**config.mk**
```make
export PLATFORM = sky130hd
export DESIGN_NAME = ims_master_seq
export DESIGN_NICKNAME = d
export VERILOG_FILES = /design/src/design/ims_master_seq.v
export VERILOG_INCLUDE_DIRS = /design/src /design/src/design
export SDC_FILE = /design/constraint.sdc
export NUM_CORES = 1
export LEC_CHECK = 0
export ABC_AREA = 1
export BUFFER_PORTS_ARGS = -buffer_cell sky130_fd_sc_hd__buf_2
export CAP_MARGIN = 30
export CORE_ASPECT_RATIO = 0.9
export CORE_MARGIN = 2
export CORE_UTILIZATION = 48
export DETAILED_ROUTE_END_ITERATION = 8
export HOLD_SLACK_MARGIN = 0.1
export PLACE_DENSITY = 0.69
export SYNTH_ARGS = -nofsm -noshare
export SYNTH_HDL_FRONTEND = slang
export SYNTH_SLANG_ARGS = --single-unit
```
**constraint.sdc**
```tcl
create_clock -name clk -period 2.8 [get_ports clk]
set_input_delay 0.42 -clock clk [delete_from_list [all_inputs] [get_ports clk]]
set_output_delay 0.42 -clock clk [all_outputs]
set_load 0.02 [all_outputs]
```
**src/design/ims_defines.vh**
```
// Purpose: constants shared by the two-wire master sequencer
// Assumes: included by bare name from the design file
// Notes: reset values and field positions of the software-facing bits
`ifndef IMS_DEFINES_VH
`define IMS_DEFINES_VH
`define IMS_RELOAD_W 8
`define IMS_RELOAD_MSB 7
`define IMS_BYTE_MSB 7
`define IMS_LAST_DATA_BIT 4'h7
`define IMS_ACK_BIT 4'h8
`define IMS_RST_BYTE 8'h00
`define IMS_RST_FLAG 1'b0
`define IMS_RST_LINE_RELEASED 1'b0
`define IMS_SYNC_IDLE 2'b11
`endif

```
**src/design/ims_master_seq.v**
```verilog
// Purpose: master-side two-wire bus sequencer (start, repeated start,
//    byte transmit with ack capture, byte receive, ack sequence)
// Assumes: scl_i/sda_i are raw pin levels from another domain; all
//    software ports are synchronous to clk; *_set and *_clr are pulses
// Notes: pins are open drain, *_oe high pulls the line low
// Functional notes
// - start_go with both lines high loads the bit-rate counter from reload bits 7:0.
// - first start timeout drives data low if both lines high; sets start_detected.
// - after start, reload; next timeout clears start_go, suspends, data held low.
// - lines low at start, or clock low before data driven, is arbitration loss.
// - restart_go when idle pulls clock low, then loads counter, releases data.
// - on timeout with data high release clock; reload once high; data low next.
// - after restart data-low phase pull clock low, clear restart_go, no reload.
// - start detection is immediate; the event flag waits for the counter timeout.
// - restart_go requests are ignored while another bus event runs.
// - in restart, data low at clock rise or early clock low is arbitration loss.
// - buffer write sets buffer full, starts counter; bits clocked low then high.
// - after eighth falling clock clear buffer full and release data for the ack.
// - ninth clock response stored in ack_status_flag: low clears, high sets.
// - after ninth clock set event flag and stop with clock low until next write.
// - buffer write during transmit sets collision flag, buffer kept; software clears.
// - buffer write during reception sets collision flag and is discarded.
// - receive_go is accepted only when idle, otherwise disregarded.
// - in reception the clock toggles at each rollover and data shifts in.
// - after eighth received clock: clear go, copy byte, set flags, hold clock low.
// - reading the buffer after reception clears buffer full.
// - a byte arriving while buffer full is still set raises the overrun flag.
// - a released clock pauses the counter until the line reads high.
// - ack sequence: clock low, ack bit one period, clock high one period, idle.
`timescale 1ns/1ps
`include "ims_defines.vh"

module ims_master_seq #(
   parameter RELOAD_W = `IMS_RELOAD_W
) (
   input wire clk,
   input wire srst,
   input wire scl_i,
   input wire sda_i,
   output reg scl_o,
   output reg scl_oe,
   output reg sda_o,
   output reg sda_oe,
   input wire [RELOAD_W-1:0] bit_rate_reload,
   input wire start_set,
   input wire restart_set,
   input wire receive_set,
   input wire ack_seq_set,
   input wire ack_value_bit,
   input wire buf_wr,
   input wire [7:0] buf_wdata,
   input wire buf_rd,
   input wire write_collision_flag_clr,
   input wire ovf_clr,
   input wire event_clr,
   input wire arb_clr,
   input wire start_det_clr,
   output reg start_go,
   output reg restart_go,
   output reg receive_go,
   output reg ack_sequence_go,
   output reg [7:0] transfer_buffer,
   output reg buffer_full_flag,
   output reg write_collision_flag,
   output reg receive_overrun_flag,
   output reg serial_event_flag,
   output reg arbitration_lost_flag,
   output reg ack_status_flag,
   output reg start_detected
);

   localparam [3:0] S_IDLE = 4'h0;
   localparam [3:0] S_ST_A = 4'h1;
   localparam [3:0] S_ST_B = 4'h2;
   localparam [3:0] S_RS_A = 4'h3;
   localparam [3:0] S_RS_B = 4'h4;
   localparam [3:0] S_RS_C = 4'h5;
   localparam [3:0] S_RS_D = 4'h6;
   localparam [3:0] S_TX_L = 4'h7;
   localparam [3:0] S_TX_H = 4'h8;
   localparam [3:0] S_RX_L = 4'h9;
   localparam [3:0] S_RX_H = 4'ha;
   localparam [3:0] S_AK_L = 4'hb;
   localparam [3:0] S_AK_H = 4'hc;

   reg [1:0] scl_sync_q;
   reg [1:0] sda_sync_q;
   reg sda_prev_q;
   reg [3:0] state_q;
   reg [RELOAD_W-1:0] brg_q;
   reg hi_seen_q;
   reg [3:0] bit_q;
   reg [7:0] shift_register;

   wire scl_s = scl_sync_q[1];
   wire sda_s = sda_sync_q[1];
   wire tmo = (brg_q == {RELOAD_W{1'b0}});
   // start seen on the lines: data falls while clock is high
   wire start_seen = sda_prev_q & ~sda_s & scl_s;
   wire idle = (state_q == S_IDLE);
   wire [7:0] sh_next = {shift_register[6:0], sda_s};

   // set wins over clear on every flag below
   always @(posedge clk) begin
      if (srst) begin
         scl_sync_q <= `IMS_SYNC_IDLE;
         sda_sync_q <= `IMS_SYNC_IDLE;
         sda_prev_q <= 1'b1;
         scl_o <= 1'b0;
         sda_o <= 1'b0;
         scl_oe <= `IMS_RST_LINE_RELEASED;
         sda_oe <= `IMS_RST_LINE_RELEASED;
         state_q <= S_IDLE;
         brg_q <= {RELOAD_W{1'b0}};
         hi_seen_q <= 1'b0;
         bit_q <= 4'h0;
         shift_register <= `IMS_RST_BYTE;
         transfer_buffer <= `IMS_RST_BYTE;
         start_go <= `IMS_RST_FLAG;
         restart_go <= `IMS_RST_FLAG;
         receive_go <= `IMS_RST_FLAG;
         ack_sequence_go <= `IMS_RST_FLAG;
         buffer_full_flag <= `IMS_RST_FLAG;
         write_collision_flag <= `IMS_RST_FLAG;
         receive_overrun_flag <= `IMS_RST_FLAG;
         serial_event_flag <= `IMS_RST_FLAG;
         arbitration_lost_flag <= `IMS_RST_FLAG;
         ack_status_flag <= `IMS_RST_FLAG;
         start_detected <= `IMS_RST_FLAG;
      end else begin
         scl_sync_q <= {scl_sync_q[0], scl_i};
         sda_sync_q <= {sda_sync_q[0], sda_i};
         sda_prev_q <= sda_s;
         scl_o <= 1'b0;
         sda_o <= 1'b0;
         if (!tmo) begin
            brg_q <= brg_q - {{(RELOAD_W-1){1'b0}}, 1'b1};
         end
         // software clears; any set later in this block overrides
         if (write_collision_flag_clr) begin
            write_collision_flag <= 1'b0;
         end
         if (ovf_clr) begin
            receive_overrun_flag <= 1'b0;
         end
         if (event_clr) begin
            serial_event_flag <= 1'b0;
         end
         if (arb_clr) begin
            arbitration_lost_flag <= 1'b0;
         end
         if (start_det_clr) begin
            start_detected <= 1'b0;
         end
         if (buf_rd) begin
            buffer_full_flag <= 1'b0;
         end
         if (start_seen) begin
            start_detected <= 1'b1;
         end
         // a write outside idle never lands in the buffer
         if (buf_wr && !idle) begin
            write_collision_flag <= 1'b1;
         end
         case (state_q)
            S_IDLE: begin
               hi_seen_q <= 1'b0;
               if (start_set) begin
                  if (scl_s && sda_s) begin
                     start_go <= 1'b1;
                     brg_q <= bit_rate_reload[`IMS_RELOAD_MSB:0];
                     state_q <= S_ST_A;
                  end else begin
                     arbitration_lost_flag <= 1'b1;
                  end
               end else if (restart_set) begin
                  restart_go <= 1'b1;
                  scl_oe <= 1'b1;
                  state_q <= S_RS_A;
               end else if (receive_set) begin
                  receive_go <= 1'b1;
                  sda_oe <= 1'b0;
                  scl_oe <= 1'b1;
                  bit_q <= 4'h0;
                  brg_q <= bit_rate_reload;
                  state_q <= S_RX_L;
               end else if (ack_seq_set) begin
                  ack_sequence_go <= 1'b1;
                  scl_oe <= 1'b1;
                  sda_oe <= ~ack_value_bit;
                  brg_q <= bit_rate_reload;
                  state_q <= S_AK_L;
               end else if (buf_wr) begin
                  transfer_buffer <= buf_wdata;
                  shift_register <= buf_wdata;
                  buffer_full_flag <= 1'b1;
                  scl_oe <= 1'b1;
                  sda_oe <= ~buf_wdata[`IMS_BYTE_MSB];
                  bit_q <= 4'h0;
                  brg_q <= bit_rate_reload;
                  state_q <= S_TX_L;
               end
            end
            S_ST_A: begin
               if (!scl_s) begin
                  arbitration_lost_flag <= 1'b1;
                  start_go <= 1'b0;
                  state_q <= S_IDLE;
               end else if (tmo) begin
                  if (sda_s) begin
                     sda_oe <= 1'b1;
                     start_detected <= 1'b1;
                     brg_q <= bit_rate_reload;
                     state_q <= S_ST_B;
                  end else begin
                     arbitration_lost_flag <= 1'b1;
                     start_go <= 1'b0;
                     state_q <= S_IDLE;
                  end
               end
            end
            S_ST_B: begin
               if (tmo) begin
                  start_go <= 1'b0;
                  scl_oe <= 1'b1;
                  serial_event_flag <= 1'b1;
                  state_q <= S_IDLE;
               end
            end
            S_RS_A: begin
               if (!scl_s) begin
                  brg_q <= bit_rate_reload;
                  sda_oe <= 1'b0;
                  state_q <= S_RS_B;
               end
            end
            S_RS_B: begin
               if (tmo) begin
                  if (sda_s) begin
                     scl_oe <= 1'b0;
                     hi_seen_q <= 1'b0;
                     state_q <= S_RS_C;
                  end else begin
                     arbitration_lost_flag <= 1'b1;
                     restart_go <= 1'b0;
                     state_q <= S_IDLE;
                  end
               end
            end
            S_RS_C: begin
               if (!hi_seen_q) begin
                  // counter waits until the clock really reads high
                  if (scl_s) begin
                     hi_seen_q <= 1'b1;
                     brg_q <= bit_rate_reload;
                     if (!sda_s) begin
                        arbitration_lost_flag <= 1'b1;
                        restart_go <= 1'b0;
                        state_q <= S_IDLE;
                     end
                  end else begin
                     brg_q <= bit_rate_reload;
                  end
               end else if (!scl_s) begin
                  arbitration_lost_flag <= 1'b1;
                  restart_go <= 1'b0;
                  state_q <= S_IDLE;
               end else if (tmo) begin
                  sda_oe <= 1'b1;
                  brg_q <= bit_rate_reload;
                  state_q <= S_RS_D;
               end
            end
            S_RS_D: begin
               if (tmo) begin
                  scl_oe <= 1'b1;
                  restart_go <= 1'b0;
                  serial_event_flag <= 1'b1;
                  state_q <= S_IDLE;
               end
            end
            S_TX_L, S_RX_L, S_AK_L: begin
               if (tmo) begin
                  scl_oe <= 1'b0;
                  hi_seen_q <= 1'b0;
                  state_q <= state_q + 4'h1;
               end
            end
            S_TX_H, S_RX_H, S_AK_H: begin
               if (!hi_seen_q) begin
                  brg_q <= bit_rate_reload;
                  if (scl_s) begin
                     hi_seen_q <= 1'b1;
                  end
               end else if (tmo) begin
                  scl_oe <= 1'b1;
                  hi_seen_q <= 1'b0;
                  brg_q <= bit_rate_reload;
                  bit_q <= bit_q + 4'h1;
                  if (state_q == S_TX_H) begin
                     if (bit_q == `IMS_ACK_BIT) begin
                        ack_status_flag <= sda_s;
                        serial_event_flag <= 1'b1;
                        state_q <= S_IDLE;
                     end else if (bit_q == `IMS_LAST_DATA_BIT) begin
                        buffer_full_flag <= 1'b0;
                        sda_oe <= 1'b0;
                        state_q <= S_TX_L;
                     end else begin
                        shift_register <= {shift_register[6:0], 1'b0};
                        sda_oe <= ~shift_register[`IMS_BYTE_MSB-1];
                        state_q <= S_TX_L;
                     end
                  end else if (state_q == S_RX_H) begin
                     shift_register <= sh_next;
                     if (bit_q == `IMS_LAST_DATA_BIT) begin
                        receive_go <= 1'b0;
                        transfer_buffer <= sh_next;
                        buffer_full_flag <= 1'b1;
                        serial_event_flag <= 1'b1;
                        if (buffer_full_flag && !buf_rd) begin
                           receive_overrun_flag <= 1'b1;
                        end
                        state_q <= S_IDLE;
                     end else begin
                        state_q <= S_RX_L;
                     end
                  end else begin
                     ack_sequence_go <= 1'b0;
                     serial_event_flag <= 1'b1;
                     state_q <= S_IDLE;
                  end
               end
            end
            default: begin
               state_q <= S_IDLE;
            end
         endcase
      end
   end

endmodule

```
# Yosys cells after proc, flatten, opt, wreduce, memory -nomap -nowiden
# Cells that the tools add are included.
# totals
register_bits	50
inputBits	32
word_cells	302
# classes
n_addsub	3
eq_ne	60
mux	182
bitwise_logic	6
reduce_logical	29
# ops
op	count
two-way mux 8 bit	25
two-way mux 4 bit	29
two-way mux 1 bit	104
!= test 2 bit, second input constant	29
two-way mux 7 bit	6
one-hot mux 8 bit (5 select lines)	1
one-hot mux 4 bit (8 select lines)	1
!= test 3 bit, second input constant	10
equality test 4 bit, second input constant	6
AND reduction 11 bit	2
AND reduction 7 bit	3
equality test 4 x 3 -> 1 bit, second input constant	5
AND reduction 9 bit	2
one-hot mux 8 bit (2 select lines)	1
one-hot mux 1 bit (5 select lines)	3
AND reduction 15 bit	1
nonzero test 5 bit	3
one-hot mux 7 bit (2 select lines)	1
AND reduction 12 bit	1
adder 4 x 1 -> 4 bit, second input constant	2
equality test 4 x 2 -> 1 bit, second input constant	2
logical NOT 8 bit	1
!= test 4 bit, second input constant	2
one-hot mux 1 bit (2 select lines)	4
other kinds (24)	36

# Logic depth before layout (Yosys ltp)
# Gate-level depths: netlist of run 1.
# depth
ltp_word	9
mapped_depth	14
mapped_depth_nobuf	14

# Worst setup path after synthesis of run 1
# OpenSTA, ideal clock, no wires.
# synth_timing
path_type	reg-to-reg
from	register state_q[0]
to	register transfer_buffer[7]
setup_time_ps	65
arrival_ps	1903
setup_slack_ps	832
path_stages_with_launch	14
n_path_buf	3
period_less_slack_ps	1968
path_cell_list	dfxtp_1 > inv_1 > ha_1 > buf_2 > nand3_1 > nand2_2 > buf_4 > o21ai_2 > nand2_1 > nor2_4 > and2_1 > buf_4 > nor2_1 > nor2_1
# synth_via
elab_chain_len	4
# synth_lines
element	line	text
start, declared	ims_master_seq.v:89	reg [3:0] state_q;
start signal, assigned	ims_master_seq.v:286	state_q <= state_q + 4'h1;
equality test 4 bit, on equally long branches	ims_master_seq.v:165, ims_master_seq.v:300, ims_master_seq.v:314	
OR reduction 3 bit	ims_master_seq.v:165	case (state_q)
!= test 2 bit (no line) / nonzero test 2 bit (equally long branches)	n/a	
AND reduction 11 bit (no line)	n/a	
end signal, assigned	ims_master_seq.v:118	transfer_buffer <= `IMS_RST_BYTE;
end signal, assigned	ims_master_seq.v:194	transfer_buffer <= buf_wdata;
end signal, assigned	ims_master_seq.v:318	transfer_buffer <= sh_next;
end, declared	ims_master_seq.v:62	output reg [7:0] transfer_buffer,
# Parallel ways exist; a longest one is shown, timed or not.
# A chain may end at the register's enable or synchronous reset.

# Worst setup path in the final report of run 1
# layout_timing
from	register state_q[0]
to	register transfer_buffer[3]
# The elaborated chain is that of the path after synthesis.

==> results.yml, run 1 <==
outcome:
  status: "completed"
power:
  peakVddDrop_mv: 0.570
  power_density_nw_per_um2: 1070
  p_leak_uw: 0.00204
logic_synthesis:
  synthAdderAreaFrac_pct: 2.46
  synth_warnings: 0
  synth_edf_count: 0
  synth_ff_type: "dfxtp_1"
  synth_compound_gate_area_share_pct: 16.4
  synth-seq-area-share_pct: 28.1
  muxShareOfSynthArea_pct: 0
  synth_top_family_by_area: "simple AND/OR/NAND/NOR gates"
  synth_cell_types: 36
  synth_xor_area_share_pct: 1.48
  ys_ff_latch: 50
  synth.avg_cell_area_um2: 5.94
  synthCells: 599
  yosys.area_share.simple_pct: 40.2
  syn_area_um2: 3560
  async_reset_ff_share_pct: 0
timing:
  rsz0062_at_grt: "no"
  min_period_ns: 2.41
  slew_violations: 0
  finalCritPeriodShare_pct: 86.0
  fin_tns_setup_ns: 0
  worstMarginPinSlew_ns: 0.784
  layout_setup_ws_ns: 0.392
  final-hold-violation-count: 0
  setup_viol: 0
  slew-limit-headroom_pct: 47.7
  fmax_ghz: 0.415
  fin_skew_ns: 0.00925
critical_path:
  crit_type: "flip-flop to flip-flop"
  path_cells: "inv_1 > ha_2 > nand3_1 > nand2_2 > inv_2 > nand2_1 > o21ai_2 > nor2_4 > and2_1 > nor2_1 > nor2_1"
  cp_top_family: "simple AND/OR/NAND/NOR gates"
  start_kind: "flip-flop"
  end_kind: "flip-flop"
  cp.arrival_ns: 2.67
  cp_max_fo: 12
  crit_buf_inv: 2
  cpMostUsedCell: "nor2_1"
  slowest_stage: "dfxtp_1"
  cpPeakStageDelay_ns: 0.37
  required_ns: 3.06
route:
  vias_per_cell: 5.36
  wl_um: 10400
  first_pass_iters: 5
  routed-via-count: 3966
  ant_nets: 0
  drtIter0Drc: 209
  drc: 0
  wl_per_cell_um: 14.0
global_routing:
  gr-total-overflow: 0
  grt_pass1_vias: 3678
  antenna_found_initial: 0
  grt_first_pass_wirelength_um: 17100
  grtUsageTotal_pct: 26.4
  grt_max_degree: 28
floorplanning:
  rows: 29
  core-area_um2: 7110
  die-area_um2: 8120
  initial_core_util_pct: 50.0
  die_h_um: 85.7
  io_pins: 55
  die_w_um: 94.7
place:
  io_buffers: 52
  gp_congestion: 0.938
  dpl.hpwl_um: 7790
  place_ws_ns: 0.218
  place_area_um2: 3870
worst_hold_path:
  hold_path_class: "input port to flip-flop"
cts:
  cts_buffers: 5
  cts.sinks: 50
  clkTransAtPathRegs_ns: 0.11
  clock_latency_ns: 0.32
  cts_max_path_buffers: 2
  cts_max_level: 2
  cts_hold_buffers: 0
  root_buffer: "clkbuf_8"
  cts_tree: "done"
cells_and_area:
  utilization_pct: 55.9
  stdcell_area_um2: 3980
  nNetsFinal: 685
  area_growth_pct: 11.9
  drive_gt1_share_pct: 14.1
  antenna_cells: 0
job:
  cap_violations: 0
## layer usage
layer  global-route usage (%)  up-vias  routed length, um
li1                         -     2007                  -
met1                     36.8     1746               4750
met2                     41.5      185               4510
met3                     4.04       28                853
met4                     9.62        0                274
met5                        0        -                  0
## cell families after synthesis
kind of cell,count (synthesis)
flip-flops,50
XOR/XNOR,6
AO/OA/AOI/OAI,105
AND/OR/NAND/NOR,332
adder cells (fa/ha/maj),7
buffers and inverters,98
other,1
## timing repair
action / CTS / global route
gates resized for setup: 0 / 1
setup buffers: 0 / 0
setup endpoints to repair: 0 / 16
## flip-flops by register name, indices dropped and copies added, names as in the netlist
name,flops
sda_prev_q,1
receive_go,1
start_go,1
transfer_buffer,8
state_q,4
write_collision_flag,1
bit_q,4
hi_seen_q,1
serial_event_flag,1
restart_go,1
sda_oe,1
start_detected,1
shift_register,7
arbitration_lost_flag,1
scl_sync_q,2
ack_sequence_go,1
brg_q,8
ack_status_flag,1
sda_sync_q,2
receive_overrun_flag,1
scl_oe,1
buffer_full_flag,1
## path summary, 6_finish.rpt
path | from | to | slack, ns | cells after the start
hold reg to reg | scl_sync_q[0]$_SDFF_PP1_ | scl_sync_q[1]$_SDFF_PP1_ | 0.42 | 1
hold / removal | sda_i | sda_sync_q[0]$_SDFF_PP1_ | 0.27 | 2
setup / recovery | state_q[0]$_SDFFE_PP0P_ | transfer_buffer[3]$_SDFFE_PP0P_ | 0.39 | 11
setup reg to reg | state_q[0]$_SDFFE_PP0P_ | transfer_buffer[3]$_SDFFE_PP0P_ | 0.39 | 11
## cells in the mapped netlist, drive strengths merged (5+ instances only)
cell,number,area [um^2]
buf,12,76.3
nand3b,5,37.5
o21ai,45,248
a21oi,47,243
nor2,92,375
clkbuf,7,26.3
ha,7,87.6
nor3,9,45.0
nand3,49,245
inv,79,297
nand4,5,31.3
xor2,6,52.6
or2,6,37.5
o211ai,5,37.5
dfxtp,50,1000
nand2,161,609
## layout by cell type (no fill, tap or decap), types with 6 or more instances in the layout
cell / count
buf_2: 52
nor2_1: 86
a21oi_1: 45
ha_1: 6
inv_1: 76
nand3_1: 49
or2_2: 6
dfxtp_1: 50
xor2_1: 6
nor3_1: 9
nand2_1: 159
o21ai_0: 41
## final cells by class
type	count	area (um^2)
fill	772	3130
multi-input combinational	453	2170
sequential	50	1000
timing repair buffer	57	298
inverter	79	297
tap	93	116
clock buffer	5	68.8
clock inverter	3	28.8
## through the flow
step,total power (uW),std cells,hold slack (ns)
2_1_floorplan,3140,600,0.389
3_3_place_gp,3710,731,0.391
3_5_place_dp,3720,731,0.397
4_1_cts,4200,739,0.272
6_report,4260,740,0.274
5_1_grt,4730,740,0.281
## report_power, final
group | internal (uW) | switching, uW | total (uW)
sequential | 887 | 106 | 993
clock | 188 | 286 | 473
combinational | 895 | 1900 | 2800
total | 1970 | 2300 | 4260
## worst reg2reg max path: cells and delay by family, from the launching register on
kind,cells,cell delay (ns)
adders and majority gates,1,0.30
AOI/OAI and AO/OA,1,0.11
and+or+nand+nor,7,1.37
buffers and inverters,2,0.21
DFF,1,0.37
Power figures use the tool's default switching activity.
==> inputs of run 2 (changes only) <==
--- a/config.mk
+++ b/config.mk
@@ -11,10 +11,10 @@
 export CAP_MARGIN = 30
 export CORE_ASPECT_RATIO = 0.9
 export CORE_MARGIN = 2
-export CORE_UTILIZATION = 48
+export CORE_UTILIZATION = 58
 export DETAILED_ROUTE_END_ITERATION = 8
 export HOLD_SLACK_MARGIN = 0.1
-export PLACE_DENSITY = 0.69
+export PLACE_DENSITY = 0.81
 export SYNTH_ARGS = -nofsm -noshare
 export SYNTH_HDL_FRONTEND = slang
 export SYNTH_SLANG_ARGS = --single-unit
==> run 2 against run 1 <==
Against the previous run: register-to-register slack got worse by 0.04 ns; largest cell class unchanged; non-clock buffer count grew 2; critical path type unchanged; fmax shrank 1.5%; count of clock-buffer cells in the layout stayed put; final area is essentially flat; total power grew 2.7%; first-iteration DRC count is 85% higher; clock power grew 8.7%.
==> results.yml, run 2 (synthesis results as in run 1) <==
outcome:
  status: "completed"
floorplanning:
  io_pins: 55
  die_w_um: 86.6
  initial_core_util_pct: 59.2
  die_h_um: 78.3
  rows: 27
  core-area_um2: 6010
  die-area_um2: 6780
critical_path:
  cp_max_fo: 12
  slowest_stage: "dfxtp_1"
  r2r-start: "state_q[0]$_SDFFE_PP0P_"
  cpPeakStageDelay_ns: 0.38
  worst_r2r_endpoint: "transfer_buffer[7]$_SDFFE_PP0P_"
  required_ns: 3.05
  path_cells: "inv_1 > ha_2 > nand3_1 > nand2_2 > inv_2 > nand2_1 > o21ai_2 > nor2_4 > and2_1 > nor2_1 > nor2_1"
  reg2reg_depth: 11
  r2r_setup_slack_ns: 0.36
  cp.arrival_ns: 2.69
  start_kind: "flip-flop"
  end_kind: "flip-flop"
  cpMostUsedCell: "nor2_1"
  crit_path_end: "transfer_buffer[7]$_SDFFE_PP0P_"
  startpoint: "state_q[0]$_SDFFE_PP0P_"
  crit_type: "flip-flop to flip-flop"
power:
  netSwitchingPower_uw: 2310
  power_density_nw_per_um2: 1100
  p_comb_share_pct: 65.5
  p_int_uw: 2070
  peakVddDrop_mv: 0.624
  p_sw_share_pct: 52.7
  pwr-share-clk_pct: 11.7
  pwr-share-seq_pct: 22.8
  power.total_uw: 4380
  p_leak_uw: 0.00205
route:
  drtIter0Drc: 387
  wl_um: 10500
  drc: 0
  routed-via-count: 4058
  wl_per_cell_um: 14.5
  first_pass_iters: 5
  ant_nets: 0
  vias_per_cell: 5.64
cts:
  cts_buffers: 5
  root_buffer: "clkbuf_8"
  clkTransAtPathRegs_ns: 0.09
  cts_max_path_buffers: 2
  cts.sinks: 50
  cts_max_level: 2
  clock_latency_ns: 0.31
  cts_tree: "done"
  cts_setup_buffers: 0
  cts_hold_buffers: 0
timing:
  fin_skew_ns: 0.00554
  slew_violations: 0
  fin_tns_setup_ns: 0
  setup_viol: 0
  fmax_ghz: 0.409
  min_period_ns: 2.44
  rsz0062_at_grt: "no"
  final-hold-violation-count: 0
  finalCritPeriodShare_pct: 87.3
  worstMarginPinSlew_ns: 0.724
  slew-limit-headroom_pct: 51.7
  finalHoldWorstSlack_ns: 0.285
cells_and_area:
  layout_common_cells: "159 x nand2_1, 86 x nor2_1, 76 x inv_1"
  final_common_cell: "nand2_1"
  reg_top3: "brg_q: 8 flops, transfer_buffer: 8 flops, shift_register: 7 flops"
  antenna_cells: 0
  area_growth_pct: 11.8
  drive_gt1_share_pct: 14.2
  nFillCells: 605
  nNetsFinal: 687
  stdcell_count: 720
global_routing:
  grt_pass1_vias: 3683
  gr-total-overflow: 0
  antenna_found_initial: 0
  grt_max_degree: 28
  grtUsageTotal_pct: 31.2
  grt_first_pass_wirelength_um: 16800
job:
  cap_violations: 0
place:
  dp.cells: 712
  gp_congestion: 0.979
  io_buffers: 52
  dpl.hpwl_um: 8010
worst_hold_path:
  hold_path_class: "input port to flip-flop"
run 2: power groups by stage:
stage                     Combinational, uW  Sequential (uW)  Clock [uW]
after global routing                   3230             1020         550
after floorplan                        2060             1080           0
after global placement                 2700             1010           0
after CTS                              2770              997         518
final                                  2870              999         514
after detailed placement               2760             1010           0
run 2: final cells by class:
type / instances / area (um^2) / area share [%]
well taps: 72 / 90.1 / 2.26
repair buffers: 59 / 313 / 7.86
clock inverters: 2 / 38.8 / 0.975
multi-input cells: 453 / 2170 / 54.5
flip-flops and latches: 50 / 1000 / 25.2
inverters: 79 / 297 / 7.46
clock buffers: 5 / 68.8 / 1.73
run 2: worst min path at each step:
stage	startpoint	end	slack, ns	cells past startpoint
6_report	sda_i	sda_sync_q[0]$_SDFF_PP1_	0.28	2
2_1_floorplan	scl_sync_q[0]$_SDFF_PP1_	scl_sync_q[1]$_SDFF_PP1_	0.39	1
4_1_cts	scl_i	scl_sync_q[0]$_SDFF_PP1_	0.29	2
5_1_grt	scl_i	scl_sync_q[0]$_SDFF_PP1_	0.29	2
3_3_place_gp	scl_sync_q[0]$_SDFF_PP1_	scl_sync_q[1]$_SDFF_PP1_	0.39	1
3_5_place_dp	sda_sync_q[0]$_SDFF_PP1_	sda_sync_q[1]$_SDFF_PP1_	0.40	1
run 2: stage by stage:
stage               instance area (um^2)  util [%]  worst slack (ns)
CTS                                 3970      66.0             0.149
detailed placement                  3860      64.2             0.180
global route                        3980      66.1             0.102
finish                              3980      66.1             0.355
floorplan                           3560         -             0.832
global placement                    3860      64.2             0.330
run 2: repair_timing:
action,in CTS,in global routing
endpoints found under the hold margin,0,0
resized for setup,0,1
endpoints found under the setup margin,0,20
run 2: worst max-delay path, delay by kind of cell, from the launching register on:
kind / cells / cell delay, ns
compound gates: 1 / 0.09
fa+ha+maj: 1 / 0.31
buf+inv: 2 / 0.22
flops: 1 / 0.38
simple gates: 7 / 1.37
run 2: routing by layer:
| metal | up-vias | track usage, % | part of all wire [%] |
|---|---|---|---|
| met4 | 0 | 11.6 | 2.1 |
| met1 | 1845 | 40.8 | 43 |
| li1 | 2007 | - | - |
| met2 | 185 | 51.4 | 46 |
| met5 | - | 0 | 0 |
| met3 | 21 | 5.26 | 9.0 |
